### config.mk
export PLATFORM = sky130hd
export DESIGN_NAME = gdf_supervisor
export DESIGN_NICKNAME = d
export VERILOG_FILES = /design/src/gdf_pkg.sv /design/src/gdf_channel.sv /design/src/gdf_supervisor.sv
export SDC_FILE = /design/constraint.sdc
export NUM_CORES = 1
export LEC_CHECK = 0
export ABC_AREA = 1
export BUFFER_PORTS_ARGS = -buffer_cell sky130_fd_sc_hd__buf_2
export CAP_MARGIN = 10
export CORE_ASPECT_RATIO = 1.5
export CORE_UTILIZATION = 49
export CTS_BUF_LIST = sky130_fd_sc_hd__clkbuf_8 sky130_fd_sc_hd__clkbuf_16
export DETAILED_ROUTE_END_ITERATION = 12
export PLACE_DENSITY = 0.68
export SLEW_MARGIN = 5
export SYNTH_ARGS = -nofsm -noshare
export SYNTH_HDL_FRONTEND = slang
export SYNTH_SLANG_ARGS = --single-unit
### constraint.sdc
create_clock -name clock_in -period 2.15 [get_ports clock_in]
set_clock_uncertainty 0.2 [all_clocks]
set_input_delay 0.43 -clock clock_in [delete_from_list [all_inputs] [get_ports clock_in]]
set_output_delay 0.43 -clock clock_in [all_outputs]
set_load 0.02 [all_outputs]
### src/gdf_pkg.sv
// Package of constants for the gate driver fault supervisor
// Notes on behaviour
// - Poll each driver fault line separately
// - Clear each driver with its own line
// - Put inputs gate-low before pulling clear low
// - Clear pulse from controller or sync gate
package gdf_pkg;
  localparam int unsigned NUM_DRV = 6;
  localparam int unsigned CLK_MHZ = 125;
  // Hold times in nanoseconds
  localparam int unsigned CLEAR_SETUP_NS = 1000;
  localparam int unsigned CLEAR_PULSE_NS = 1000;
  localparam int unsigned CLEAR_SETUP_CYC = (CLEAR_SETUP_NS * CLK_MHZ + 999) / 1000;
  localparam int unsigned CLEAR_PULSE_CYC = (CLEAR_PULSE_NS * CLK_MHZ + 999) / 1000;
  localparam int unsigned CNT_W = 8;
endpackage

### src/gdf_channel.sv
// One driver channel: gate command, fault tracking and clear sequencing
`timescale 1ns/1ps
module gdf_channel (
  input wire logic clock_in,
  input wire logic rst_n_in,
  input wire logic pwm_in,
  input wire logic fault_n_sync_in,
  input wire logic bus_fault_in,
  input wire logic global_mode_in,
  input wire logic clear_req_in,
  output logic noninv_control_out,
  output logic inv_control_out,
  output logic clear_n_out,
  output logic fault_out
);
  typedef enum logic [1:0] {RUN, FAULTED, SETUP, CLEARING} gdf_state_e;
  gdf_state_e state_r, state_nxt;
  logic [gdf_pkg::CNT_W-1:0] cnt_r, cnt_nxt;
  logic fault_r, fault_nxt;
  logic gate_r, gate_nxt;
  logic clr_n_r, clr_n_nxt;
  logic fault_seen;

  always_comb begin
    fault_seen = ~fault_n_sync_in | (global_mode_in & bus_fault_in);
    state_nxt = state_r;
    cnt_nxt = cnt_r;
    fault_nxt = fault_r;
    gate_nxt = gate_r;
    clr_n_nxt = 1'b1;
    case (state_r)
      RUN: begin
        gate_nxt = pwm_in;
        if (fault_seen) begin
          state_nxt = FAULTED;
          fault_nxt = 1'b1;
          gate_nxt = 1'b0;
        end
      end
      FAULTED: begin
        gate_nxt = 1'b0;
        cnt_nxt = '0;
        if (clear_req_in) begin
          state_nxt = SETUP;
        end
      end
      SETUP: begin
        // Gate-low must be settled at the driver before clear goes low
        gate_nxt = 1'b0;
        cnt_nxt = cnt_r + 1'b1;
        if (cnt_r == gdf_pkg::CNT_W'(gdf_pkg::CLEAR_SETUP_CYC - 1)) begin
          state_nxt = CLEARING;
          cnt_nxt = '0;
          // Clear falls on entry so the pulse spans all CLEAR_PULSE_CYC cycles
          clr_n_nxt = 1'b0;
        end
      end
      default: begin
        gate_nxt = 1'b0;
        clr_n_nxt = 1'b0;
        cnt_nxt = cnt_r + 1'b1;
        if (cnt_r == gdf_pkg::CNT_W'(gdf_pkg::CLEAR_PULSE_CYC - 1)) begin
          clr_n_nxt = 1'b1;
          cnt_nxt = '0;
          // A fault still present wins over the clear
          if (fault_seen) begin
            state_nxt = FAULTED;
          end else begin
            state_nxt = RUN;
            fault_nxt = 1'b0;
          end
        end
      end
    endcase
  end

  always_ff @(posedge clock_in) begin
    if (!rst_n_in) begin
      state_r <= RUN;
      cnt_r <= '0;
      fault_r <= 1'b0;
      gate_r <= 1'b0;
      clr_n_r <= 1'b1;
    end else begin
      state_r <= state_nxt;
      cnt_r <= cnt_nxt;
      fault_r <= fault_nxt;
      gate_r <= gate_nxt;
      clr_n_r <= clr_n_nxt;
    end
  end

  assign noninv_control_out = gate_r;
  assign inv_control_out = 1'b0;
  assign clear_n_out = clr_n_r;
  assign fault_out = fault_r;
endmodule // gdf_channel

### src/gdf_supervisor.sv
// Top: supervises six gate drivers, local or shared-bus fault handling
`timescale 1ns/1ps
module gdf_supervisor (
  input wire logic clock_in,
  input wire logic rst_n_in,
  input wire logic global_mode_in,
  input wire logic [gdf_pkg::NUM_DRV-1:0] pwm_in,
  input wire logic [gdf_pkg::NUM_DRV-1:0] clear_req_in,
  input wire logic [gdf_pkg::NUM_DRV-1:0] fault_n_in,
  output logic [gdf_pkg::NUM_DRV-1:0] noninv_control_out,
  output logic [gdf_pkg::NUM_DRV-1:0] inv_control_out,
  output logic [gdf_pkg::NUM_DRV-1:0] clear_n_out,
  output logic [gdf_pkg::NUM_DRV-1:0] fault_out,
  output logic any_fault_out
);
  logic [gdf_pkg::NUM_DRV-1:0] meta_r, meta_nxt;
  logic [gdf_pkg::NUM_DRV-1:0] sync_r, sync_nxt;
  logic bus_r, bus_nxt;
  logic any_r, any_nxt;

  // Fault pins are asynchronous to this clock
  always_comb begin
    meta_nxt = fault_n_in;
    sync_nxt = meta_r;
    // Wired fault bus: in global mode, any low line faults every driver
    bus_nxt = ~&sync_r;
    any_nxt = |fault_out;
  end

  always_ff @(posedge clock_in) begin
    if (!rst_n_in) begin
      meta_r <= '1;
      sync_r <= '1;
      bus_r <= 1'b0;
      any_r <= 1'b0;
    end else begin
      meta_r <= meta_nxt;
      sync_r <= sync_nxt;
      bus_r <= bus_nxt;
      any_r <= any_nxt;
    end
  end

  assign any_fault_out = any_r;

  genvar g;
  generate
    for (g = 0; g < gdf_pkg::NUM_DRV; g++) begin : g_ch
      gdf_channel u_ch (
        .clock_in(clock_in),
        .rst_n_in(rst_n_in),
        .pwm_in(pwm_in[g]),
        .fault_n_sync_in(sync_r[g]),
        .bus_fault_in(bus_r),
        .global_mode_in(global_mode_in),
        .clear_req_in(clear_req_in[g]),
        .noninv_control_out(noninv_control_out[g]),
        .inv_control_out(inv_control_out[g]),
        .clear_n_out(clear_n_out[g]),
        .fault_out(fault_out[g])
      );
    end
  endgenerate
endmodule // gdf_supervisor

After elaboration in Yosys (flattened, before gate mapping). Cells that the tools add are included.

Bits in registers: 92. Memories: 0. Bits in writable memories: 0. Bits in latches: 0. Bits in read-only memories: 0. Output and inout bits: 25.

Equal/unequal tests: 42. Reduce and logical (&&, ||, !) cells: 51. $lt $le $gt $ge: 0. Multiply operators: 0. Div/mod/pow operators: 0. $add $sub $neg: 6. Shift operators: 0. Bitwise operators: 26. Muxes and demuxes: 90.

Operators by type and width (number): $pmux W8 S2 (6); $add A8 B1 Y8 const B (6); $eq A8 B7 Y1 const B (6); $mux W2 (24); $mux W8 (6); $reduce_and A4 Y1 (12); $mux W1 (36); $pmux W2 S3 (6); $ne A2 B1 Y1 const B (12); $ne A2 B2 Y1 const B (12); $pmux W1 S2 (12); $reduce_or A2 Y1 (12); $not A1 Y1 (19); $reduce_bool A3 Y1 (6); $reduce_or A3 Y1 (6); $eq A2 B1 Y1 const B (6); $eq A2 B2 Y1 const B (6); $logic_not A2 Y1 (6); $reduce_bool A2 Y1 (6); $or A1 B1 Y1 (6); $reduce_and A6 Y1 (1); $reduce_or A6 Y1 (1); $and A1 B1 Y1 (1); $logic_not A1 Y1 (1).

Logic depth before layout (Yosys ltp). Gate-level depths: netlist (run 1).

Depth after elaboration: 5. Mapped depth: 10. Mapped depth without buffers: 10.

Modules after synthesis. From an unflattened synthesis (run 1), not the netlist that was laid out.

Cell total of the unflattened synthesis: 730. Area, all modules: 5117.4 um^2.

Modules (own cells, without submodules): gdf_channel (times used 6, seq. area each 260.2 um^2, area each 783.3 um^2, cells each 115); gdf_supervisor (times used 1, seq. area each 280.3 um^2, area each 417.9 um^2, cells each 40).

Least setup slack after synthesis (run 1). OpenSTA, ideal clock, no wires.

Path type: register to register. From: reg g_ch[2].u_ch.state_r[0]. To: reg g_ch[2].u_ch.state_r[0]. Library setup time: 0.115 ns. Path slack: 0.573 ns. Required time: 1.835 ns. Data arrival time: 1.262 ns. Path buffers: 0. Stages on the path, launching flop included: 8. Cells stage by stage: dfxtp_1 -> inv_1 -> ha_1 -> ha_1 -> a21oi_1 -> nand3_1 -> nand2_1 -> nor2_1.

Cells in the longest elaborated chain, start to end: 3. Elaborated cells on any way between the ends: 9. Classes of those cells: eq/ne: 5; mux: 1; reduce/logical: 3.

Ends and longest elaborated chain: start, declared (line gdf_channel.sv:17) `gdf_state_e state_r, state_nxt;`; start signal, assigned (line gdf_channel.sv:85) `state_r <= state_nxt;`; $eq A2 B2 Y1, or another cell as far along (line gdf_channel.sv:31) `case (state_r)`; $ne A2 B1 Y1 (no line), or another cell as far along; $reduce_and A4 Y1 (no line).

Parallel ways exist; a longest one is shown, timed or not. A chain may end at the register's enable or synchronous reset.

Final worst setup path (run 1).
From: reg g_ch[4].u_ch.state_r[0]. To: reg g_ch[4].u_ch.cnt_r[7] (netlist bit).

Cells in the longest elaborated chain, start to end: 2. Elaborated cells on any way between the ends: 3. Classes of those cells: eq/ne: 1; mux: 1; reduce/logical: 1.

Ends and longest elaborated chain: start, declared (line gdf_channel.sv:17); start signal, assigned (line gdf_channel.sv:85); $eq A2 B1 Y1 / $logic_not A2 Y1 (equally long branches) (line gdf_channel.sv:31); $pmux W8 S2 (line gdf_channel.sv:31); end signal, assigned (line gdf_channel.sv:86) `cnt_r <= cnt_nxt;`; end, declared (line gdf_channel.sv:18) `logic [gdf_pkg::CNT_W-1:0] cnt_r, cnt_nxt;`.

Parallel ways exist; a longest one is shown, timed or not.

==> metrics, run 1 <==
status=complete, no violations; Fillers=938; CP Class=register to register; DRT Wirelength=9.79 mm; CTS root buffer=clkbuf_16; Final min period=1.86 ns; TritonCTS Buffers=9; # setup viols final=0; Pwr per Cell Area=1180 nW/um^2; core area=9690 um^2; Final Hold Fails=0; CP startpoint kind=register; Max Freq=0.537 GHz; deepest clock path buffer count=2; critical-path maximum fanout=8; RSZ-0062 raised after global routing=false; die area=10400 um^2; Buffers on Ports=39; cell area after synthesis=4910 um^2; final hold slack=0.0661 ns; DRT Pass-1 Iters=4; TritonCTS clock tree=built; Synth Register Bits=92; CP arrival=1.93 ns; crit-path cells=inv_1 -> ha_1 -> nor2_1 -> nand2_2 -> inv_1 -> nand3_1 -> a21oi_1; vias post-DR=4009; Initial Util=50.7%; drc violations=0; Post-Syn Instances=657; vias in the first global route=4023; Avg WL per Cell=12.2 um; fin crit share=86.5%; Die Height=125 um; Final Cell Area=5380 um^2; Max-cap violations=0; slowest CP cell=dfxtp_1; routability cong.=0.796; post-placement cell area=5090 um^2; Clk Latency, worst-skew pair=0.35 ns; ANT cells=0; Layout Nets=744; gr usage total=20.4%; initial antenna violation count=0; pin count of the biggest net entering global routing=32; DR iter-0 viols=204; area grow syn2layout=9.56%; I/O pin count=46; max incr delay on CP=0.37 ns; Final Power=6.37 mW; first-pass GRT wire length=17.3 mm; Worst setup EP type=register; DP HPWL=7.38 mm; hold buffer count at CTS=0; area leader, netlist=dfxtp_1; Final ANT Viol Nets=0; post-synth top area share=37.5%; Yosys Warn Count=0; global-route congestion overflow total=0; largest cells by area after synthesis=dfxtp_1 38%, ha_1 10%, nand2_1 10%, inv_1 6.0%, o21ai_0 4.9%; Die Width=83.7 um; max-slew violations=0; Pleak=2.35 nW; Unique masters post-synth=31; Post-CTS Setup Repair Bufs=0; Via density=5.00; Hold Crit Class=input pin to register; CTS resizes=0; layout cells sized above 1=14.9%; sequential share of the synthesized area=37.5%; setup TNS=0 ns; num rows=44; H-tree levels=3; Mean Syn Cell Area=7.47 um^2; worst path required time=2.22 ns; most frequent CP cell=inv_1; total clock sinks=92; Max VDD drop=0.746 mV; Reg clk slew, reported paths=0.06 ns
==> final cells by class <==
class | count | area (um^2) | share of cell area (%)
multi-input combinational | 457 | 2550 | 47.4
sequential | 92 | 1840 | 34.2
inverter | 78 | 293 | 5.44
timing repair buffer | 44 | 258 | 4.79
clock buffer | 10 | 239 | 4.44
tap | 115 | 144 | 2.68
clock inverter | 5 | 52.6 | 0.977
==> registers in the layout, summed over array words and instances, names as in the netlist <==
| register | cells |
|---|---|
| g_ch.u_ch.clear_n_out | 6 |
| g_ch.u_ch.state_r | 12 |
| any_fault_out | 1 |
| g_ch.u_ch.cnt_r | 48 |
| bus_r | 1 |
| g_ch.u_ch.fault_out | 6 |
| sync_r | 6 |
| g_ch.u_ch.noninv_control_out | 6 |
| meta_r | 6 |
==> critical path: cells and delay by family (launching register included) <==
family	cells	cell delay [ns]
flops	1	0.37
simple gates	3	0.49
buf+inv	2	0.26
fa+ha+maj	1	0.32
compound gates	1	0.15
==> cells in the mapped netlist, drive strengths merged <==
| cell | count |
|---|---|
| o211ai | 1 |
| xor2 | 19 |
| inv | 78 |
| nand3 | 47 |
| conb | 1 |
| nand4 | 5 |
| o31ai | 1 |
| nor3 | 1 |
| o21ai | 51 |
| xnor2 | 4 |
| ha | 41 |
| dfxtp | 92 |
| a21oi | 40 |
| nor2 | 64 |
| a21boi | 2 |
| nand2 | 152 |
| a31oi | 3 |
| nand3b | 1 |
| clkbuf | 6 |
| or2 | 12 |
| buf | 29 |
| o22ai | 7 |
==> through the flow <==
| stage | worst slack, ns | std cells | util, % |
|---|---|---|---|
| 3_3_place_gp | 0.331 | 786 | 52.5 |
| 4_1_cts | 0.298 | 801 | 55.5 |
| 2_1_floorplan | 0.573 | 662 | - |
| 3_5_place_dp | 0.297 | 786 | 52.5 |
| 6_report | 0.289 | 801 | 55.5 |
| 5_1_grt | 0.135 | 801 | 55.5 |
==> cells by family (layout without fill, tap and decap cells) <==
group / Yosys count / count (layout) / share of synthesized area [%]
DFF: 92 / 92 / 37.5
xor gates and xnor gates: 23 / 23 / 4.10
adders and majority gates: 41 / 41 / 10.4
AOI/OAI and AO/OA: 105 / 105 / 11.4
and+or+nand+nor: 282 / 282 / 25.6
other: 1 / 6 / 0.0764
buffers and inverters: 113 / 137 / 10.9
==> worst paths after layout <==
check                                       startpoint  depth (start not counted)                                 end  slack (ns)
hold / removal                           fault_n_in[3]                          2                meta_r[3]$_SDFF_PN1_        0.07
setup / recovery  g_ch[4].u_ch.state_r[0]$_SDFFE_PN0P_                          7  g_ch[4].u_ch.cnt_r[7]$_SDFFE_PN0N_        0.29
setup reg to reg  g_ch[4].u_ch.state_r[0]$_SDFFE_PN0P_                          7  g_ch[4].u_ch.cnt_r[7]$_SDFFE_PN0N_        0.29
hold reg to reg                   meta_r[4]$_SDFF_PN1_                          1                sync_r[4]$_SDFF_PN1_        0.21
==> cells in the final DEF, fill, tap and decap left out, types with 2 or more instances in the layout <==
cell | Yosys | layout
nand2_1 | 134 | 134
dfxtp_1 | 92 | 92
inv_1 | 78 | 78
nor2_1 | 58 | 58
o21ai_0 | 48 | 48
nand3_1 | 43 | 43
ha_1 | 41 | 41
a21oi_1 | 40 | 40
buf_2 | 3 | 39
xor2_1 | 19 | 19
nand2_2 | 18 | 18
or2_2 | 12 | 12
clkbuf_16 | 0 | 9
o22ai_1 | 7 | 7
conb_1 | 1 | 6
nand4_1 | 5 | 5
nor2_2 | 4 | 4
xnor2_1 | 4 | 4
nand3_2 | 4 | 4
a31oi_1 | 3 | 3
clkinv_2 | 0 | 3
buf_4 | 26 | 3
nor2_4 | 2 | 2
o21ai_2 | 2 | 2
buf_12 | 0 | 2
==> power by group <==
part	total [mW]	switching [mW]	internal [mW]
sequential	2.23	0.221	2.01
combinational	2.56	1.64	0.918
clock	1.58	0.659	0.920
total	6.37	2.52	3.85
==> metal layers <==
layer / share of wire [%] / routed length, um / track usage, % / vias up
met3: 2.4 / 237 / 2.78 / 27
met4: 4.3 / 420 / 13.4 / 0
li1: - / - / - / 2116
met1: 43 / 4160 / 22.4 / 1805
met5: 0 / 0 / 0 / -
met2: 51 / 4960 / 36.3 / 61
No activity file was read; power rests on OpenSTA's default activity.
==> run 2, diff against run 1 <==
--- a/config.mk
+++ b/config.mk
@@ -16,4 +16,5 @@
 export SLEW_MARGIN = 5
 export SYNTH_ARGS = -nofsm -noshare
 export SYNTH_HDL_FRONTEND = slang
+export SYNTH_HIERARCHICAL = 1
 export SYNTH_SLANG_ARGS = --single-unit
==> run 2 against run 1 <==
  * Sequential cell count unchanged
  * Largest cell class unchanged
  * Sequential share of layout area down 1.8 points
  * Power down 7.0%
  * Highest routed layer unchanged
==> metrics, run 2 <==
Final Power=5.92 mW; number of enable flip-flop cells after synthesis=0; total clock sinks=92; Synthesized Nets=787; M2 GR Usage=40.0%; Fillers=965; area grow syn2layout=11.0%; commonest non-fill, non-tap cell in the layout=nand2_1; H-tree levels=3; status=complete, no violations; slowest CP cell=dfxtp_1; DRT Wirelength=10.8 mm; largest cells by area after synthesis=dfxtp_1 36%, nand2_1 13%, ha_1 8.8%, inv_1 7.6%, a21oi_1 7.1%; Reg clk slew, reported paths=0.06 ns; Die Height=127 um; drc violations=0; most frequent cells in the layout=172 x nand2_1, 106 x inv_1, 92 x dfxtp_1; gr usage total=21.0%; max FFs per register=48; area occupied by multi-input gates=2800 um^2; biggest registers after layout=g_ch.u_ch/cnt_r: 48 flops, g_ch.u_ch/state_r: 12 flops; Pint=3.58 mW; global-route congestion overflow total=0; most frequent CP cell=inv_1; Avg WL per Cell=12.1 um; largest reg by FF count=g_ch.u_ch/cnt_r; sequential cell area=1840 um^2; M3 GR Usage=3.36%; Final Cell Area=5680 um^2; final hold slack=0.0636 ns; setup TNS=0 ns; Final Hold Fails=0; Pwr per Cell Area=1040 nW/um^2; TritonCTS clock tree=built; # setup viols final=0; core area=10100 um^2; DR iter-0 viols=211; Mean Syn Cell Area=7.01 um^2; Pleak=2.53 nW; ANT cells=0; CP Buf/Inv Count=2; Clk Latency, worst-skew pair=0.34 ns; Unique masters post-synth=23; vias in the first global route=4512; fin crit share=93.0%; DP HPWL=8.11 mm; Via density=5.13; vias post-DR=4585; Post-Syn Instances=730; CTS root buffer=clkbuf_16; Worst setup EP type=register; post-synth top area share=36.0%; critical-path maximum fanout=12; routability cong.=0.813; RSZ-0062 raised after global routing=false; Post-synth top cells=172 x nand2_1, 104 x inv_1, 92 x dfxtp_1; async set-reset flop share out of synthesis=0%; met1 usage=21.8%; Post-CTS Setup Repair Bufs=0; cell area after synthesis=5120 um^2; Max VDD drop=0.755 mV; delay-heaviest family, CP=compound AO/OA/AOI/OAI gates; I/O pin count=46; count leader, synth=nand2_1; Final min period=2.00 ns; die area=10900 um^2; Layout Nets=828; post-placement cell area=5400 um^2; Initial Util=50.5%; Max Freq=0.500 GHz; global route hottest layer=met2; Finished Layout Cells=893; area leader, netlist=dfxtp_1; Sw Share=39.6%; sequential share of the synthesized area=36.0%; Synth Register Bits=92; Comb pwr share=38.1%; DRT Pass-1 Iters=4; deepest clock path buffer count=2; TritonCTS Buffers=9; Hold Crit Class=input pin to register; layout cells sized above 1=13.3%; Final ANT Viol Nets=0; crit-path cells=inv_1 -> ha_1 -> nor2_2 -> inv_1 -> a21oi_2 -> nand3_1 -> a21oi_1; first-pass GRT wire length=18.6 mm; initial antenna violation count=0; pin count of the biggest net entering global routing=25; Seq pwr share=37.3%; CP Class=register to register; dpl cells=877; CP startpoint kind=register; Yosys Warn Count=6; num rows=45; net switching power=2.34 mW; Buffers on Ports=39; Clk pwr share=24.6%; max incr delay on CP=0.40 ns; Die Width=85.4 um; ys flop type=dfxtp_1; max-slew violations=0; CP arrival=2.07 ns; worst path required time=2.22 ns; Max-cap violations=0
## run 2: through the flow
step	util, %	setup slack [ns]
finish	56.1	0.151
global route	56.1	0.0209
CTS	56.0	0.161
detailed placement	53.3	0.177
global placement	53.3	0.321
floorplan	-	0.620
## run 2: kinds of logic after synthesis
logic type	share of synthesized area (%)
buf+inv	9.39
simple gates	29.6
other cells	0.440
fa+ha+maj	8.80
flops	36.0
xor+xnor	1.03
compound gates	14.8
## run 2: area by class of cell
cell class / instances / share of cell area, %
multi-input combinational: 520 / 49.3
tap: 117 / 2.58
inverter: 105 / 6.94
clock inverter: 6 / 0.573
timing repair buffer: 43 / 3.96
sequential: 92 / 32.4
clock buffer: 10 / 4.21
## run 2: worst reg2reg max path: stages (launching register included)
cell and delay, ns:
dfxtp_1 0.40, inv_1 0.09, ha_1 0.37, nor2_2 0.23, inv_1 0.09, a21oi_2 0.29, nand3_1 0.12, a21oi_1 0.15
## run 2: metal layers
metal | vias to the layer above | part of all wire, %
li1 | 2386 | -
met1 | 2104 | 41
met2 | 72 | 54
met3 | 23 | 2.5
met4 | 0 | 2.3
met5 | - | 0
## run 2: what timing repair did
item,in CTS,in global routing
hold endpoints to repair,0,0
resized for setup,0,1
endpoints found under the setup margin,0,1
hold buffers,0,0
## run 2: worst paths after layout
path	cells after the start	startpoint	slack [ns]	end
setup / recovery	7	g_ch[2].u_ch/state_r[0]$_SDFFE_PN0P_	0.15	g_ch[2].u_ch/cnt_r[6]$_SDFFE_PN0N_
hold / removal	2	fault_n_in[4]	0.06	meta_r[4]$_SDFF_PN1_
setup reg to reg	7	g_ch[2].u_ch/state_r[0]$_SDFFE_PN0P_	0.15	g_ch[2].u_ch/cnt_r[6]$_SDFFE_PN0N_
hold reg to reg	1	meta_r[4]$_SDFF_PN1_	0.21	sync_r[4]$_SDFF_PN1_
## run 2: power by group through the flow
stage	combinational (mW)	clock, mW	sequential [mW]
finish	2.26	1.46	2.21
global route	2.55	1.57	2.25
CTS	2.25	1.50	2.21
detailed placement	2.24	0	2.25
global placement	2.17	0	2.24
floorplan	1.60	0	2.33
